**config.mk**
```make
export PLATFORM = sky130hd
export DESIGN_NAME = wdcs_top
export DESIGN_NICKNAME = d
export VERILOG_FILES = /design/src/hw/wdcs_pkg.sv /design/src/hw/wdcs_reset_delay.sv /design/src/hw/wdcs_top.sv
export VERILOG_INCLUDE_DIRS = /design/src /design/src/hw
export SDC_FILE = /design/constraint.sdc
export NUM_CORES = 1
export LEC_CHECK = 0
export ABC_AREA = 1
export CORE_ASPECT_RATIO = 1.75
export CORE_MARGIN = 5
export CORE_UTILIZATION = 45
export CTS_CLUSTER_DIAMETER = 150
export CTS_CLUSTER_SIZE = 12
export DETAILED_ROUTE_END_ITERATION = 6
export DONT_BUFFER_PORTS = 1
export GPL_ROUTABILITY_DRIVEN = 0
export PLACE_DENSITY = 0.61
export SYNTH_ARGS = -nofsm -noshare
export SYNTH_HDL_FRONTEND = slang
export SYNTH_SLANG_ARGS = --single-unit
```
**constraint.sdc**
```tcl
create_clock -name clock_in -period 1.4 [get_ports clock_in]
set_input_delay 0.21 -clock clock_in [delete_from_list [all_inputs] [get_ports clock_in]]
set_output_delay 0.21 -clock clock_in [all_outputs]
set_load 0.02 [all_outputs]
```
**src/hw/wdcs_consts.svh**
```systemverilog
// Register map, field positions, reset values and timing counts.
`ifndef WDCS_CONSTS_SVH
`define WDCS_CONSTS_SVH

// ==========================================================================
// Register offsets on the special function register bus
`define WDCS_ADDR_BOOT_SEL   8'hD7
`define WDCS_ADDR_CTRL       8'hD8

// ==========================================================================
// Field positions
`define WDCS_BIT_BOOT_LOADER 0
`define WDCS_BIT_POR         6
`define WDCS_BIT_TIMEOUT_IRQ 3
`define WDCS_BIT_WD_RESET    2
`define WDCS_BIT_RESET_EN    1
`define WDCS_BIT_RESTART     0

// ==========================================================================
// Reset values and constants
`define WDCS_POR_FLAG_RESET  1'b1
`define WDCS_RESTART_ADDR    16'h0000
`define WDCS_RST_DELAY_CLKS  512

`endif

```
**src/hw/wdcs_pkg.sv**
```systemverilog
// Types shared by the watchdog control and status block.
package wdcs_pkg;

	// ======================================================================
	// Delayed reset sequencer states
	typedef enum logic [0:0] {
		WDCS_DLY_IDLE = 1'b0,
		WDCS_DLY_WAIT = 1'b1
	} wdcs_dly_state_t;

	// Restart area selector
	typedef enum logic [0:0] {
		WDCS_AREA_APP    = 1'b0,
		WDCS_AREA_LOADER = 1'b1
	} wdcs_area_t;

endpackage : wdcs_pkg

```
**src/hw/wdcs_reset_delay.sv**
```systemverilog
// Delay sequencer that fires a system reset a fixed count after time-out.
`timescale 1ns/1ps
`include "wdcs_consts.svh"

module wdcs_reset_delay #(
	parameter int DELAY_CLKS = `WDCS_RST_DELAY_CLKS
) (
	// Clock and reset
	input  wire logic clock_in,
	input  wire logic rst_n_in,
	// Control
	input  wire logic start_in,
	input  wire logic cancel_in,
	// Result
	output logic      fire_out
);
	import wdcs_pkg::*;

	localparam int CW = $clog2(DELAY_CLKS) + 1;
	localparam logic [CW-1:0] LAST = CW'(DELAY_CLKS - 1);

	initial begin
		if (DELAY_CLKS < 2) begin
			$error("DELAY_CLKS must be at least 2");
		end
	end

	wdcs_dly_state_t state_q;
	wdcs_dly_state_t state_d;
	logic [CW-1:0]   cnt_q;
	logic [CW-1:0]   cnt_d;
	logic            fire_d;

	// ======================================================================
	// Next state
	wire at_last = (state_q == WDCS_DLY_WAIT) && (cnt_q == LAST);

	always_comb begin
		state_d = state_q;
		cnt_d   = cnt_q;
		fire_d  = 1'b0;
		case (state_q)
			WDCS_DLY_IDLE: begin
				cnt_d = '0;
				if (start_in && !cancel_in) begin
					state_d = WDCS_DLY_WAIT;
				end
			end
			WDCS_DLY_WAIT: begin
				if (cancel_in) begin
					state_d = WDCS_DLY_IDLE;
					cnt_d   = '0;
				end else if (at_last) begin
					state_d = WDCS_DLY_IDLE;
					cnt_d   = '0;
					fire_d  = 1'b1;
				end else begin
					cnt_d = cnt_q + CW'(1);
				end
			end
			default: begin
				state_d = WDCS_DLY_IDLE;
			end
		endcase
	end

	// ======================================================================
	// Registers
	always_ff @(posedge clock_in or negedge rst_n_in) begin
		if (!rst_n_in) begin
			state_q  <= WDCS_DLY_IDLE;
			cnt_q    <= '0;
			fire_out <= 1'b0;
		end else begin
			state_q  <= state_d;
			cnt_q    <= cnt_d;
			fire_out <= fire_d;
		end
	end

endmodule : wdcs_reset_delay

```
**src/hw/wdcs_top.sv**
```systemverilog
// Watchdog control and status registers with delayed reset and boot select.
`timescale 1ns/1ps
`include "wdcs_consts.svh"

module wdcs_top #(
	parameter int RESET_DELAY_CLKS = `WDCS_RST_DELAY_CLKS
) (
	// Clock and power-on reset
	input  wire logic        clock_in,
	input  wire logic        rst_n_in,
	// Other reset sources, one-cycle pulses from the reset controller
	input  wire logic        ext_reset_in,
	input  wire logic        isp_reset_in,
	// Special function register bus
	input  wire logic [7:0]  sfr_addr_in,
	input  wire logic        sfr_wr_in,
	input  wire logic        sfr_rd_in,
	input  wire logic [7:0]  sfr_wdata_in,
	output logic      [7:0]  sfr_rdata_out,
	// Watchdog counter and interrupt controller side
	input  wire logic        timeout_in,
	input  wire logic        timeout_irq_enable_in,
	input  wire logic        timed_access_unlock_in,
	output logic             counter_clear_out,
	output logic             wd_irq_out,
	// Restart control
	output logic             sys_reset_out,
	output wdcs_pkg::wdcs_area_t boot_from_loader_out,
	output logic      [15:0] restart_addr_out
);
	import wdcs_pkg::*;

	initial begin
		if (RESET_DELAY_CLKS < 2) begin
			$error("RESET_DELAY_CLKS must be at least 2");
		end
	end

	// ======================================================================
	// State
	logic        boot_loader_q;
	logic        boot_loader_d;
	logic        por_flag_q;
	logic        por_flag_d;
	logic        timeout_irq_flag_q;
	logic        timeout_irq_flag_d;
	logic        wd_reset_flag_q;
	logic        wd_reset_flag_d;
	logic        wd_reset_enable_q;
	logic        wd_reset_enable_d;
	logic        wd_counter_restart_q;
	logic        wd_counter_restart_d;
	logic        irq_d;
	logic [7:0]  rdata_d;
	wdcs_area_t  area_d;
	logic        wd_fire;

	// ======================================================================
	// Address decode and write qualification
	wire hit_boot = (sfr_addr_in == `WDCS_ADDR_BOOT_SEL);
	wire hit_ctrl = (sfr_addr_in == `WDCS_ADDR_CTRL);

	wire wr_boot_prot = sfr_wr_in && hit_boot && timed_access_unlock_in;
	wire wr_ctrl_free = sfr_wr_in && hit_ctrl;
	// Writes to protected control bits only take effect while unlock is present.
	wire wr_ctrl_prot = wr_ctrl_free && timed_access_unlock_in;

	// External pin or ISP reset, seen as a synchronous pulse; the watchdog reset is not included.
	wire pin_or_isp   = ext_reset_in || isp_reset_in;

	// Reserved bits read as zero.
	wire [7:0] ctrl_view = {1'b0, por_flag_q, 2'b00, timeout_irq_flag_q,
		wd_reset_flag_q, wd_reset_enable_q, wd_counter_restart_q};
	wire [7:0] boot_view = {7'h00, boot_loader_q};

	// ======================================================================
	// Next values of the register bits
	always_comb begin
		boot_loader_d = boot_loader_q;
		if (wr_boot_prot) begin
			boot_loader_d = sfr_wdata_in[`WDCS_BIT_BOOT_LOADER];
		end
	end

	// Power-up sets it through the asynchronous reset; only writes clear it.
	always_comb begin
		por_flag_d = por_flag_q;
		if (wr_ctrl_prot) begin
			por_flag_d = sfr_wdata_in[`WDCS_BIT_POR];
		end
	end

	// A time-out in the same cycle as a clearing write wins.
	always_comb begin
		timeout_irq_flag_d = timeout_irq_flag_q;
		if (timeout_in) begin
			timeout_irq_flag_d = 1'b1;
		end else if (ext_reset_in) begin
			timeout_irq_flag_d = 1'b0;
		end else if (wr_ctrl_prot) begin
			timeout_irq_flag_d = sfr_wdata_in[`WDCS_BIT_TIMEOUT_IRQ];
		end
	end

	// This flag is writable without unlock.
	always_comb begin
		wd_reset_flag_d = wd_reset_flag_q;
		if (wd_fire) begin
			wd_reset_flag_d = 1'b1;
		end else if (ext_reset_in) begin
			wd_reset_flag_d = 1'b0;
		end else if (wr_ctrl_free) begin
			wd_reset_flag_d = sfr_wdata_in[`WDCS_BIT_WD_RESET];
		end
	end

	always_comb begin
		wd_reset_enable_d = wd_reset_enable_q;
		if (pin_or_isp || wd_fire) begin
			wd_reset_enable_d = 1'b0;
		end else if (wr_ctrl_prot) begin
			wd_reset_enable_d = sfr_wdata_in[`WDCS_BIT_RESET_EN];
		end
	end

	// The restart bit lives for one cycle and then clears itself.
	always_comb begin
		wd_counter_restart_d = 1'b0;
		if (wr_ctrl_prot && !pin_or_isp) begin
			wd_counter_restart_d = sfr_wdata_in[`WDCS_BIT_RESTART];
		end
	end

	// Interrupt request follows the flag of the next cycle and the enable of this one.
	assign irq_d = timeout_irq_flag_d && timeout_irq_enable_in;

	// Registered read data; zero when no read is made.
	assign rdata_d = !sfr_rd_in ? 8'h00 :
		hit_ctrl ? ctrl_view :
		hit_boot ? boot_view : 8'h00;

	// Restart area: watchdog reset follows boot select, others use the
	// application area.
	assign area_d = wd_fire ? wdcs_area_t'(boot_loader_q) :
		pin_or_isp ? WDCS_AREA_APP : boot_from_loader_out;

	// ======================================================================
	// Delayed system reset after time-out
	// A restart, a cleared enable or another reset abandons a pending reset,
	// so software that services the dog in time still escapes it.
	wire dly_start  = timeout_in && wd_reset_enable_q;
	wire dly_cancel = wd_counter_restart_q || !wd_reset_enable_q ||
		pin_or_isp;

	wdcs_reset_delay #(
		.DELAY_CLKS (RESET_DELAY_CLKS)
	) u_delay (
		.clock_in  (clock_in),
		.rst_n_in  (rst_n_in),
		.start_in  (dly_start),
		.cancel_in (dly_cancel),
		.fire_out  (wd_fire)
	);

	// ======================================================================
	// Registers
	always_ff @(posedge clock_in or negedge rst_n_in) begin
		if (!rst_n_in) begin
			boot_loader_q        <= 1'b0;
			por_flag_q           <= `WDCS_POR_FLAG_RESET;
			timeout_irq_flag_q   <= 1'b0;
			wd_reset_flag_q      <= 1'b0;
			wd_reset_enable_q    <= 1'b0;
			wd_counter_restart_q <= 1'b0;
		end else begin
			boot_loader_q        <= boot_loader_d;
			por_flag_q           <= por_flag_d;
			timeout_irq_flag_q   <= timeout_irq_flag_d;
			wd_reset_flag_q      <= wd_reset_flag_d;
			wd_reset_enable_q    <= wd_reset_enable_d;
			wd_counter_restart_q <= wd_counter_restart_d;
		end
	end

	always_ff @(posedge clock_in or negedge rst_n_in) begin
		if (!rst_n_in) begin
			sfr_rdata_out        <= 8'h00;
			wd_irq_out           <= 1'b0;
			boot_from_loader_out <= WDCS_AREA_APP;
			restart_addr_out     <= `WDCS_RESTART_ADDR;
		end else begin
			sfr_rdata_out        <= rdata_d;
			wd_irq_out           <= irq_d;
			boot_from_loader_out <= area_d;
			restart_addr_out     <= `WDCS_RESTART_ADDR;
		end
	end

	// Counter clear and system reset are copies of flip-flops.
	assign counter_clear_out = wd_counter_restart_q;
	assign sys_reset_out     = wd_fire;

endmodule : wdcs_top

```
==> metrics.yaml <==
rr_startpoint: "u_delay.cnt_q[1]"
p_comb_share_pct: 8.2
drc: 0
drt-total-wl_um: 2650
internal_power_mw: 0.950
die_area_um2: 4190
power.switching_mw: 0.309
clk_path_buf_depth: 2
num_vias: 914
clock_latency_ns: 0.27
ys_seq_elements: 25
rr_endpoint: "u_delay.fire_out"
p_seq_share_pct: 58.3
wire_per_inst_um: 13.9
initial_utilization_pct: 46.0
ctsRootBufferMaster: "clkbuf_8"
synth.area.top_cells: "dfrtp_1 (45%), buf_4 (11%), inv_1 (6.5%)"
holdPathEnd: "counter_clear_out"
yosysWarnings: 0
p_clk_share_pct: 33.6
io_buffer_count: 0
setup_viol: 0
worst-r2r-setup-slack_ns: 0.11
antenna_cells: 0
worstPathMaxFanout: 5
seqCellArea_um2: 627
hold_start: "timed_access_unlock_in"
ys_seq_area_share_pct: 47.0
synthArstFlopShare_pct: 100
cp_data_required_time_ns: 1.61
die_w_um: 51.1
rows: 26
grt_pass1_wl_um: 4360
p_leak_nw: 0.671
rr_worst_depth: 7
tns_ns: 0
min_period_ns: 1.29
rsz0062_at_grt: "false"
fillers: 285
power.density_nw_per_um2: 891
grt-ovfl-total: 0
synth_top_area_cell: "dfrtp_1"
final_area_um2: 1410
syn_area_per_cell_um2: 8.71
drv_slew: 0
netSwitchingFraction_pct: 24.6
ys.flop_type: "dfrtp_1"
netlist_area_um2: 1330
multi_input_area_um2: 548
utilization_pct: 48.8
clk_transition_reported_paths_ns: 0.09
hold_violations: 0
cts_buffers: 3
postPlaceCellArea_um2: 1300
layout-drive-gt1-share_pct: 16.0
drtIter0Drc: 23
dp_cells: 181
finalNetCount: 189
endpoint_kind: "register"
grt_usage_pct: 14.1
synth.most_common_cell: "dfrtp_1"
postSynthCellCount: 153
first_global_vias: 1018
critPathKind: "register to register"
post-route-period-util_pct: 92.2
cap_violations: 0
routed_via_density: 4.81
synth_common_cells: "dfrtp_1 (24), inv_1 (23), nand2_1 (21)"
area_growth_pct: 6.01
cts_tree: "done"
vdd_drop_max_mv: 0.550
cts.sinks: 25
synth_edf_count: 0
finalNonFillerCells: 190
ios: 53
whs_ns: 0.0607
critPathArrivalTime_ns: 1.50
synth_top_area_share_pct: 45.1
outcome: "completed"
antenna_left: 0
hold_class: "input pin to register"
core_um2: 2900
final.setup_skew_ns: 0.00940
cts.htree.levels: 1
hpwl_um: 2140
max_freq_mhz: 775
synth.distinct_cells: 28
hold_depth: 2
die_h_um: 82.0
worst_setup_path_start_kind: "register"
grt_max_degree: 26
antenna_found_initial: 0
firstDrtPassIters: 3
sequential cells by signal, indices dropped and copies added (netlist names):
name                  flops
counter_clear_out         1
u_delay.cnt_q            10
wd_irq_out                1
u_delay.fire_out          1
wd_reset_enable_q         1
sfr_rdata_out             5
boot_from_loader_out      1
timeout_irq_flag_q        1
u_delay.state_q           1
wd_reset_flag_q           1
por_flag_q                1
boot_loader_q             1
area by class of cell:
type / instances / area share, %
repair buffers: 6 / 4.25
well taps: 28 / 2.48
flip-flops and latches: 25 / 44.4
clock buffers: 4 / 3.19
multi-input cells: 101 / 38.8
inverters: 26 / 6.91
worst max-delay path, stage by stage, from the launching register on:
cell,delay (ns)
dfrtp_1,0.40
ha_4,0.16
nand2_2,0.06
nor2_4,0.15
nand4_1,0.14
nor2_2,0.17
nand3_2,0.07
nor2_2,0.09
cell families after synthesis:
family | share of synthesized area, %
xor+xnor | 3.29
simple gates | 24.5
other cells | 0.281
buf+inv | 18.0
flops | 47.0
compound gates | 5.92
fa+ha+maj | 0.939
layout by cell type, fill, tap and decap left out, types with 2 or more instances in the layout:
cell      count
buf_4         4
conb_1       19
nor3_2        2
nor2_1       18
nand2_1      20
inv_1        23
nor3_1        3
nor2_2        3
o21ai_0       4
a21oi_1       3
dfrtp_1      24
nand4_1       4
inv_2         3
xor2_1        4
nand3_1       5
clkbuf_8      3
nor2_4        2
nand3_2       3
timing repair:
item | in CTS | in global routing
hold buffers | 2 | 0
endpoints found under the setup margin | 0 | 10
buffers inserted | 0 | 3
hold endpoints to repair | 25 | 0
resized for setup | 0 | 3
routing by layer:
metal	track usage (%)	up-vias	part of all wire, %
met4	5.66	0	0.72
met5	0	-	0
met2	27.8	27	57
li1	-	456	-
met1	13.5	429	36
met3	3.27	2	6.0
worst max path at each step:
stage / startpoint / end / slack [ns]
2_1_floorplan: u_delay.cnt_q[0] / u_delay.state_q / 0.23
3_3_place_gp: u_delay.cnt_q[0] / u_delay.state_q / 0.11
3_5_place_dp: u_delay.cnt_q[0] / u_delay.cnt_q[0] / 0.06
4_1_cts: u_delay.cnt_q[0] / u_delay.cnt_q[0] / 0.03
5_1_grt: u_delay.cnt_q[1] / u_delay.fire_out / 0.02
6_report: u_delay.cnt_q[1] / u_delay.fire_out / 0.11
power by group through the flow:
stage	registers, mW	clock network [mW]	logic, mW
finish	0.733	0.423	0.103
global route	0.734	0.473	0.116
CTS	0.734	0.437	0.102
detailed placement	0.748	0	0.0781
global placement	0.748	0	0.0764
floorplan	0.747	0	0.113
stage by stage:
stage,worst slack (ns),power (mW)
after floorplan,0.229,0.860
after detailed placement,0.0595,0.826
after global placement,0.112,0.825
final,0.109,1.26
after global routing,0.0194,1.32
after CTS,0.0322,1.27
Power figures use the tool's default switching activity.
